--- src/hw/clk_synth_pkg.sv ---
// Shared constants for the clock synthesizer control logic
`default_nettype none
package clk_synth_pkg;
    localparam logic [7:0] SLAVE_ADDR_W = 8'hD2;
    localparam logic [6:0] SLAVE_ADDR7 = 7'h69;
    localparam int CMD_TYPE_BIT = 7;
    localparam int NUM_CTRL_BYTES = 8;
    localparam logic [7:0] BLOCK_COUNT = 8'h08;
    localparam int FSEL_WIDTH = 5;
    localparam logic [4:0] FSEL_SAFE = 5'h1C;
    localparam int BYTE0_FSEL_LSB = 0;
    localparam int BYTE0_DRV_BIT = 6;
    // Power-up defaults of the control bytes; byte 0 low bits hold the latched code
    localparam logic [7:0] BYTE0_RST = 8'h40;
    localparam logic [7:0] BYTE1_RST = 8'h7F;
    localparam logic [7:0] BYTEX_RST = 8'hFF;
    localparam logic [7:0] WRITE_MASK0 = 8'h40;
    localparam int SYNC_STAGES = 2;
    localparam logic [3:0] BIT_CNT_RST = 4'h0;
endpackage : clk_synth_pkg
`default_nettype wire

--- src/hw/serial_pins_if.sv ---
// Synchronised serial pin samples with decoded bus conditions
`default_nettype none
interface serial_pins_if;
    logic sclRise;
    logic sclFall;
    logic sdaIn;
    logic startSeen;
    logic stopSeen;
    modport producer(output sclRise, output sclFall, output sdaIn, output startSeen,
        output stopSeen);
    modport consumer(input sclRise, input sclFall, input sdaIn, input startSeen,
        input stopSeen);
endinterface : serial_pins_if
`default_nettype wire

--- src/hw/serial_pin_sync.sv ---
// Two-stage synchronisers and edge, start and stop detection for the serial pins
`default_nettype none
module serial_pin_sync (
    input wire logic core_clk,
    input wire logic rst_n,
    input wire logic sclPin,
    input wire logic sdaPin,
    serial_pins_if.producer pins
);
    logic [1:0] sclMeta_q;
    logic [1:0] sdaMeta_q;
    logic sclOld_q;
    logic sdaOld_q;

    // First stage feeds only the second stage
    always_ff @(posedge core_clk) begin
        if (!rst_n) begin
            sclMeta_q <= 2'h3;
            sdaMeta_q <= 2'h3;
            sclOld_q <= 1'b1;
            sdaOld_q <= 1'b1;
        end else begin
            sclMeta_q <= {sclMeta_q[0], sclPin};
            sdaMeta_q <= {sdaMeta_q[0], sdaPin};
            sclOld_q <= sclMeta_q[1];
            sdaOld_q <= sdaMeta_q[1];
        end
    end

    assign pins.sclRise = sclMeta_q[1] & ~sclOld_q;
    assign pins.sclFall = ~sclMeta_q[1] & sclOld_q;
    assign pins.sdaIn = sdaMeta_q[1];
    assign pins.startSeen = sclMeta_q[1] & sclOld_q & sdaOld_q & ~sdaMeta_q[1];
    assign pins.stopSeen = sclMeta_q[1] & sclOld_q & ~sdaOld_q & sdaMeta_q[1];
endmodule // serial_pin_sync
`default_nettype wire

--- src/hw/fsel_latch.sv ---
// One-shot capture of the frequency-select straps on the power-good strobe
`default_nettype none
module fsel_latch (
    input wire logic core_clk,
    input wire logic rst_n,
    input wire logic cpu_power_good_n,
    input wire logic [4:0] freqSelPins,
    output logic [4:0] latchedSel,
    output logic latchDone
);
    logic [1:0] pgMeta_q;
    logic [9:0] fsMeta_q;
    logic done_q;
    logic [4:0] sel_q;
    logic take;

    always_ff @(posedge core_clk) begin
        if (!rst_n) begin
            pgMeta_q <= 2'h3;
            fsMeta_q <= 10'h000;
        end else begin
            pgMeta_q <= {pgMeta_q[0], cpu_power_good_n};
            fsMeta_q <= {fsMeta_q[4:0], freqSelPins};
        end
    end

    assign take = ~pgMeta_q[1] & ~done_q;

    always_ff @(posedge core_clk) begin
        if (!rst_n) begin
            done_q <= 1'b0;
            sel_q <= clk_synth_pkg::FSEL_SAFE;
        end else if (take) begin
            done_q <= 1'b1;
            sel_q <= fsMeta_q[9:5];
        end
    end

    assign latchedSel = sel_q;
    assign latchDone = done_q;

    a_sel_frozen: assert property (@(posedge core_clk) disable iff (!rst_n)
        $past(done_q) |-> $stable(sel_q)) else $error("select code changed after latch");
    a_capture_low: assert property (@(posedge core_clk) disable iff (!rst_n)
        !done_q ##1 done_q |-> $past(!pgMeta_q[1])) else $error("latched without low strobe");
endmodule // fsel_latch
`default_nettype wire

--- src/hw/clock_synth_select_and_smbus.sv ---
// Top of the clock synthesizer control: select latch and serial control-byte slave
`default_nettype none
module clock_synth_select_and_smbus #(
    parameter int NUM_BYTES = clk_synth_pkg::NUM_CTRL_BYTES
) (
    input wire logic core_clk,
    input wire logic rst_n,
    input wire logic cpu_power_good_n,
    input wire logic freq_select_bit0,
    input wire logic freq_select_bit1,
    input wire logic freq_select_bit2,
    input wire logic freq_select_bit3,
    input wire logic freq_select_bit4,
    input wire logic powerDown,
    input wire logic sclIn,
    input wire logic sdaIn,
    output logic sdaOut,
    output logic sdaOe,
    output logic [4:0] freqCode,
    output logic freqCodeValid,
    output logic [8*NUM_BYTES-1:0] ctrlBytes
);
    // Index field is seven bits wide, so at most 127 bytes are reachable
    if (NUM_BYTES < 2 || NUM_BYTES > 127) begin : g_bad_size
        $error("NUM_BYTES out of range");
    end

    typedef enum {
        ST_IDLE, ST_ADDR, ST_ADDR_ACK, ST_CMD, ST_CMD_ACK, ST_WDATA, ST_WACK,
        ST_RDATA, ST_RACK
    } slave_state_e;

    // ------------------------------------------------------------
    // Select latch
    // ------------------------------------------------------------
    logic [4:0] latchedSel;
    logic latchDone;

    fsel_latch u_latch (
        .core_clk(core_clk),
        .rst_n(rst_n),
        .cpu_power_good_n(cpu_power_good_n),
        .freqSelPins({freq_select_bit4, freq_select_bit3, freq_select_bit2,
            freq_select_bit1, freq_select_bit0}),
        .latchedSel(latchedSel),
        .latchDone(latchDone)
    );

    function automatic logic reservedCode(input logic [4:0] c);
        return (c[4:2] == 3'b001) || (c[4:1] == 4'b0111) || (c[4:1] == 4'b1000)
            || (c == 5'b11011) || (c == 5'b11111);
    endfunction

    logic [4:0] codeSafe;
    assign codeSafe = reservedCode(latchedSel) ? clk_synth_pkg::FSEL_SAFE : latchedSel;

    logic [4:0] freqCode_q;
    logic freqCodeValid_q;
    always_ff @(posedge core_clk) begin
        if (!rst_n) begin
            freqCode_q <= clk_synth_pkg::FSEL_SAFE;
            freqCodeValid_q <= 1'b0;
        end else begin
            freqCode_q <= codeSafe;
            freqCodeValid_q <= latchDone;
        end
    end
    assign freqCode = freqCode_q;
    assign freqCodeValid = freqCodeValid_q;

    // ------------------------------------------------------------
    // Serial pin front end
    // ------------------------------------------------------------
    serial_pins_if pins ();

    serial_pin_sync u_sync (
        .core_clk(core_clk),
        .rst_n(rst_n),
        .sclPin(sclIn),
        .sdaPin(sdaIn),
        .pins(pins)
    );

    // ------------------------------------------------------------
    // Control byte storage
    // ------------------------------------------------------------
    logic [7:0] regs_q [NUM_BYTES];
    logic wrEn;
    logic [6:0] wrIdx;
    logic [7:0] wrData;

    for (genvar i = 0; i < NUM_BYTES; i++) begin : g_reg
        localparam logic [7:0] RST = (i == 0) ? clk_synth_pkg::BYTE0_RST :
            (i == 1) ? clk_synth_pkg::BYTE1_RST : clk_synth_pkg::BYTEX_RST;
        localparam logic [7:0] MASK = (i == 0) ? clk_synth_pkg::WRITE_MASK0 : 8'hFF;
        always_ff @(posedge core_clk) begin
            if (!rst_n) begin
                regs_q[i] <= RST;
            end else if (wrEn && wrIdx == 7'(i)) begin
                regs_q[i] <= (regs_q[i] & ~MASK) | (wrData & MASK);
            end
        end
        // byte 0 low bits mirror the latched selects
        assign ctrlBytes[8*i +: 8] = (i == 0) ? {regs_q[i][7:5], latchedSel} : regs_q[i];
    end

    function automatic logic [7:0] readByte(input logic [6:0] idx, input logic [4:0] sel,
        input logic [7:0] b0, input logic [7:0] bx);
        if (idx == 7'h00) begin
            return {b0[7:5], sel};
        end
        return bx;
    endfunction

    // ------------------------------------------------------------
    // Slave state machine
    // ------------------------------------------------------------
    slave_state_e state_q;
    logic [3:0] bitCnt_q;
    logic [7:0] shift_q;
    logic readMode_q;
    logic blockMode_q;
    logic countPhase_q;
    logic [6:0] index_q;
    logic [7:0] txByte_q;
    logic ackDrive_q;
    logic masterNack_q;
    logic [7:0] rxByte;
    logic byteDone;
    logic addrMatch;
    logic addrRead;
    logic [7:0] curRead;
    logic inRange;

    assign rxByte = {shift_q[6:0], pins.sdaIn};
    assign byteDone = pins.sclRise && bitCnt_q == 4'h7;
    // only our address answers
    // Judged in the ack phase, when the whole address byte sits in the shifter
    assign addrMatch = shift_q[7:1] == clk_synth_pkg::SLAVE_ADDR7;
    assign addrRead = shift_q[0];
    assign inRange = index_q < 7'(NUM_BYTES);
    assign curRead = inRange ? readByte(index_q, latchedSel, regs_q[0],
        regs_q[index_q[$clog2(NUM_BYTES)-1:0]]) : 8'hFF;

    // data byte stored on its eighth clock rise, before its ack
    assign wrEn = state_q == ST_WDATA && byteDone && !countPhase_q && inRange;
    assign wrIdx = index_q;
    assign wrData = rxByte;

    always_ff @(posedge core_clk) begin
        if (!rst_n || pins.stopSeen) begin
            state_q <= ST_IDLE;
            bitCnt_q <= clk_synth_pkg::BIT_CNT_RST;
            ackDrive_q <= 1'b0;
        end else if (pins.startSeen) begin
            state_q <= ST_ADDR;
            bitCnt_q <= clk_synth_pkg::BIT_CNT_RST;
            ackDrive_q <= 1'b0;
        end else begin
            unique case (state_q)
                ST_IDLE: begin
                    ackDrive_q <= 1'b0;
                end
                ST_ADDR, ST_CMD, ST_WDATA: begin
                    if (pins.sclRise) begin
                        shift_q <= rxByte;
                        bitCnt_q <= bitCnt_q + 4'h1;
                    end
                    if (byteDone) begin
                        bitCnt_q <= clk_synth_pkg::BIT_CNT_RST;
                        state_q <= state_q == ST_ADDR ? ST_ADDR_ACK :
                            state_q == ST_CMD ? ST_CMD_ACK : ST_WACK;
                    end
                end
                ST_ADDR_ACK, ST_CMD_ACK, ST_WACK: begin
                    if (pins.sclFall && !ackDrive_q) begin
                        if (state_q == ST_ADDR_ACK && !addrMatch) begin
                            state_q <= ST_IDLE;
                        end else begin
                            ackDrive_q <= 1'b1;
                        end
                        if (state_q == ST_ADDR_ACK) begin
                            readMode_q <= addrRead;
                        end
                        if (state_q == ST_CMD_ACK) begin
                            blockMode_q <= ~shift_q[clk_synth_pkg::CMD_TYPE_BIT];
                            index_q <= shift_q[clk_synth_pkg::CMD_TYPE_BIT] ?
                                shift_q[6:0] : 7'h00;
                            countPhase_q <= ~shift_q[clk_synth_pkg::CMD_TYPE_BIT];
                        end
                        if (state_q == ST_WACK) begin
                            if (countPhase_q) begin
                                countPhase_q <= 1'b0;
                            end else begin
                                index_q <= index_q + 7'h01;
                            end
                        end
                    end else if (pins.sclFall && ackDrive_q) begin
                        ackDrive_q <= 1'b0;
                        if (state_q == ST_ADDR_ACK && readMode_q) begin
                            txByte_q <= (blockMode_q && countPhase_q) ?
                                clk_synth_pkg::BLOCK_COUNT : curRead;
                            state_q <= ST_RDATA;
                        end else begin
                            state_q <= state_q == ST_ADDR_ACK ? ST_CMD : ST_WDATA;
                        end
                    end
                end
                ST_RDATA: begin
                    if (pins.sclFall) begin
                        txByte_q <= {txByte_q[6:0], 1'b1};
                        bitCnt_q <= bitCnt_q + 4'h1;
                        if (bitCnt_q == 4'h7) begin
                            bitCnt_q <= clk_synth_pkg::BIT_CNT_RST;
                            state_q <= ST_RACK;
                        end
                    end
                end
                ST_RACK: begin
                    if (pins.sclRise) begin
                        masterNack_q <= pins.sdaIn;
                    end
                    if (pins.sclFall) begin
                        if (masterNack_q) begin
                            state_q <= ST_IDLE;
                        end else begin
                            if (countPhase_q) begin
                                countPhase_q <= 1'b0;
                                txByte_q <= curRead;
                            end else begin
                                index_q <= index_q + 7'h01;
                                txByte_q <= readByte(index_q + 7'h01, latchedSel,
                                    regs_q[0], (index_q + 7'h01 < 7'(NUM_BYTES)) ?
                                    regs_q[(index_q[$clog2(NUM_BYTES)-1:0]) + 1'b1] : 8'hFF);
                            end
                            state_q <= ST_RDATA;
                        end
                    end
                end
            endcase
        end
    end

    assign sdaOut = 1'b0;
    assign sdaOe = ackDrive_q || (state_q == ST_RDATA && !txByte_q[7]);

    a_addr_ack: assert property (@(posedge core_clk) disable iff (!rst_n)
        $rose(ackDrive_q) && state_q == ST_ADDR_ACK |-> addrMatch) else $error("ack to foreign address");
    a_stop_idle: assert property (@(posedge core_clk) disable iff (!rst_n)
        pins.stopSeen |=> state_q == ST_IDLE && !sdaOe) else $error("stop did not idle");
    a_byte0_sel: assert property (@(posedge core_clk) disable iff (!rst_n)
        index_q == 7'h00 && inRange |-> curRead[4:0] == latchedSel) else $error("byte0 select mismatch");
    a_safe_code: assert property (@(posedge core_clk) disable iff (!rst_n)
        !reservedCode(freqCode)) else $error("reserved code presented");
    a_write_lands: assert property (@(posedge core_clk) disable iff (!rst_n)
        wrEn && wrIdx == 7'h01 |=> regs_q[1] == $past(wrData)) else $error("byte write lost");
    a_block_index: assert property (@(posedge core_clk) disable iff (!rst_n)
        $rose(blockMode_q) |-> index_q == 7'h00) else $error("block not from byte zero");

    c_byte_write: cover property (@(posedge core_clk) disable iff (!rst_n) wrEn && !blockMode_q);
    c_block_write: cover property (@(posedge core_clk) disable iff (!rst_n) wrEn && blockMode_q);
    c_read: cover property (@(posedge core_clk) disable iff (!rst_n) state_q == ST_RACK);
    c_latched: cover property (@(posedge core_clk) disable iff (!rst_n) $rose(latchDone));

    logic unusedPd;
    assign unusedPd = powerDown;
endmodule // clock_synth_select_and_smbus
`default_nettype wire

--- config.mk ---
export PLATFORM = sky130hd
export DESIGN_NAME = clock_synth_select_and_smbus
export DESIGN_NICKNAME = d
export VERILOG_FILES = /design/src/hw/clk_synth_pkg.sv /design/src/hw/serial_pins_if.sv /design/src/hw/serial_pin_sync.sv /design/src/hw/fsel_latch.sv /design/src/hw/clock_synth_select_and_smbus.sv
export SDC_FILE = /design/constraint.sdc
export NUM_CORES = 1
export LEC_CHECK = 0
export ABC_AREA = 1
export BUFFER_PORTS_ARGS = -buffer_cell sky130_fd_sc_hd__buf_2
export CORE_UTILIZATION = 60
export CTS_BUF_LIST = sky130_fd_sc_hd__clkbuf_4 sky130_fd_sc_hd__clkbuf_8
export CTS_CLUSTER_SIZE = 20
export DETAILED_ROUTE_END_ITERATION = 7
export PLACE_DENSITY = 0.82
export SYNTH_ARGS = -nofsm -noshare
export SYNTH_HDL_FRONTEND = slang
export SYNTH_SLANG_ARGS = --single-unit
export TNS_END_PERCENT = 30
--- constraint.sdc ---
create_clock -name core_clk -period 3.45 [get_ports core_clk]
set_clock_uncertainty 0.05 [all_clocks]
set_input_delay 0.5175 -clock core_clk [delete_from_list [all_inputs] [get_ports core_clk]]
set_output_delay 0.5175 -clock core_clk [all_outputs]
set_load 0.03 [all_outputs]
==> flow_metrics.tcl <==
set metrics [dict create \
    grt_usage_pct 34.0 \
    synth_area_per_cell_sq_um 8.46 \
    antenna_found_initial 0 \
    timing.fmax_mhz 370 \
    critPathMaxFanout 22 \
    start_util_pct 61.5 \
    p_leak_uw 0.00299 \
    wl_met3_um 2060 \
    syn_to_final_growth_pct 13.4 \
    num_rows 38 \
    io_buffers 78 \
    worst_slew_pin_slew_ns 0.877 \
    setup_viol 0 \
    hold_viol_final 0 \
    cp_common_cell "nand3_1" \
    postRouteWirelength_um 18700 \
    grt_setup_unrepaired "false" \
    synthArstFlopShare_pct 0 \
    internal_power_uw 2850 \
    pre_cts_slack_ns 0.855 \
    cts_tree "done" \
    end_kind "register" \
    slowest_stage "inv_1" \
    fp.dieW_um 107 \
    firstDrtPassIters 5 \
    die_area_sq_um 11500 \
    synth_ff_type "edfxtp_1" \
    min_period_ns 2.71 \
    met1_length_um 7790 \
    h-tree-depth 4 \
    clock_sinks 126 \
    gp_congestion 0.967 \
    syn-instance-count 784 \
    routed.top_layer "met4" \
    yosys.cell_types.count 46 \
    drt_iter0_markers 639 \
    grt_max_degree 38 \
    regArea_sq_um 3360 \
    slew-limit-headroom_pct 41.4 \
    hpwlAfterDp_um 13900 \
    via_per_inst 5.80 \
    power_switching_uw 1630 \
    num_io_pins 83 \
    grt_pass1_wl_um 28400 \
    switching_share_pct 36.5 \
    n_fill_cell 848 \
    clkLatencyLatePin_ns 0.47 \
    route.met2.wl_um 8270 \
    grt_pass1_vias 5321 \
    drive_gt1_share_pct 20.7 \
    maxSlewViolCount 0 \
    cap_viol_max_count 0 \
    ctsHoldBuffers 0 \
    crit_type "register to register" \
    crit_required_ns 3.61 \
    cts_resized 0 \
    multi_input_area_sq_um 2750 \
    yosysSeqAreaShare_pct 50.7 \
    vias 5877 \
    nNetsFinal 876 \
    yosys_warnings 0 \
    cts_buffer_depth 2 \
    gr-total-overflow 0 \
    slowest_delay_ns 0.50 \
    status "finished clean" \
    tns_ns 0 \
    drtAntennaViolNets 0 \
    start_kind "register" \
    layout_setup_ws_ns 0.745 \
    numCtsBuffers 17 \
    post_cts_buffers 0 \
    clkTransAtPathRegs_ns 0.08 \
    synth-seq-cells 126 \
    drc_errors 0 \
    irDropWorstVdd_mv 0.390 \
    antenna_cells 0 \
    worstPathCellList "inv_1, buf_4, ha_1, inv_1, a21oi_1, o21ai_0, nand3_1, nand3_1, nand3_1, nand3_1, nand3_1" \
    power_frac_clock_pct 30.3 \
    hold_class "input pin to register" \
    synth_edf_count 84 \
    cts-root-buf "clkbuf_8" \
    die_h_um 107 \
    p_seq_share_pct 40.7 \
    core_area_sq_um 10800 \
    cp_data_arrival_time_ns 2.87 \
    powerDensity_nw_per_um2 596 \
    synth_area_sq_um 6630 \
    comb_power_share_pct 29.0 \
    wl_per_cell_um 18.5 \
    finalCritPeriodShare_pct 78.4 \
]
-- registers in the layout, indices dropped and copies added, names as in the netlist, named ones only --
signal,cells
ackDrive_q,1
bitCnt_q,4
blockMode_q,1
countPhase_q,1
freqCode,5
freqCodeValid,1
index_q,7
masterNack_q,1
readMode_q,1
regs_q,57
shift_q,8
state_q,4
txByte_q,8
u_latch.fsMeta_q,10
u_latch.latchDone,1
u_latch.latchedSel,5
u_latch.pgMeta_q,2
u_sync.sclMeta_q,2
u_sync.sclOld_q,1
u_sync.sdaMeta_q,2
u_sync.sdaOld_q,1
-- per-stage QoR --
step	hold slack [ns]	power, uW	std cells	area (sq um)	utilization (%)
2_1_floorplan	0.340	2800	786	6640	-
4_1_cts	0.167	4440	1013	7520	69.7
6_report	0.176	4480	1013	7520	69.7
3_3_place_gp	0.342	3070	981	7110	65.8
3_5_place_dp	0.348	3110	981	7110	65.8
5_1_grt	0.173	4650	1013	7520	69.7
-- synthesized netlist by cell type, drive strengths merged (7+ instances only) --
library cell | number | area share (%)
a21oi | 65 | 5.0
buf | 17 | 1.5
clkbuf | 12 | 0.68
dfxtp | 42 | 13
edfxtp | 84 | 38
inv | 99 | 5.6
nand2 | 199 | 12
nand3 | 81 | 7.0
nor2 | 58 | 5.3
nor3 | 7 | 0.53
o211ai | 10 | 1.1
o21ai | 62 | 4.7
or2 | 9 | 0.85
-- final cells by class --
type                            count  area share (%)
Sequential cell                   126            44.7
Multi-Input combinational cell    531            36.6
Timing Repair Buffer               84            5.79
Inverter                          100            5.06
Clock buffer                       19            3.31
Tap cell                          140            2.33
Clock inverter                     13            2.21
-- layer usage --
metal	GRT usage, %	up-vias
met5	0	-
met4	15.0	0
met3	9.00	56
met2	50.5	338
met1	46.8	2707
li1	-	2776
-- placed cells by master (no fill, tap or decap), drive strengths merged, types with 6 or more instances in the layout --
cell | Yosys | final
dfxtp | 42 | 42
buf | 17 | 84
clkbuf | 12 | 19
a21oi | 65 | 65
nor3 | 7 | 7
nand2 | 199 | 199
o21ai | 62 | 62
nor2 | 58 | 58
a21boi | 6 | 6
o211ai | 10 | 10
inv | 99 | 100
edfxtp | 84 | 84
or2 | 9 | 9
nand3 | 81 | 81
-- worst max-delay path, delay by kind of cell (launching register included) --
kind	cells	cell delay [ns]
flops	1	0.40
compound gates	2	0.19
buf+inv	3	0.80
simple gates	5	0.53
fa+ha+maj	1	0.46
-- power groups by stage --
| stage | Sequential (uW) | Combinational, uW | Clock, uW |
|---|---|---|---|
| after global routing | 1830 | 1410 | 1410 |
| after CTS | 1820 | 1260 | 1360 |
| after global placement | 1850 | 1220 | 0 |
| final | 1820 | 1300 | 1360 |
| after floorplan | 1800 | 999 | 0 |
| after detailed placement | 1850 | 1260 | 0 |
-- logic make-up after synthesis --
family / Yosys count / share of synthesized area (%)
buf+inv: 129 / 7.92
simple gates: 364 / 26.6
compound gates: 156 / 13.1
fa+ha+maj: 5 / 0.943
other cells: 1 / 0.0565
xor+xnor: 3 / 0.679
flops: 126 / 50.7
-- worst paths after layout --
kind | cells after the start | end | startpoint | slack [ns]
hold reg to reg | 2 | u_latch.fsMeta_q[7] | u_latch.fsMeta_q[2] | 0.37
hold / removal | 2 | u_sync.sdaMeta_q[0] | sdaIn | 0.18
setup / recovery | 11 | txByte_q[3] | index_q[0] | 0.74
setup reg to reg | 11 | txByte_q[3] | index_q[0] | 0.74
No activity file was read; power rests on OpenSTA's default activity.
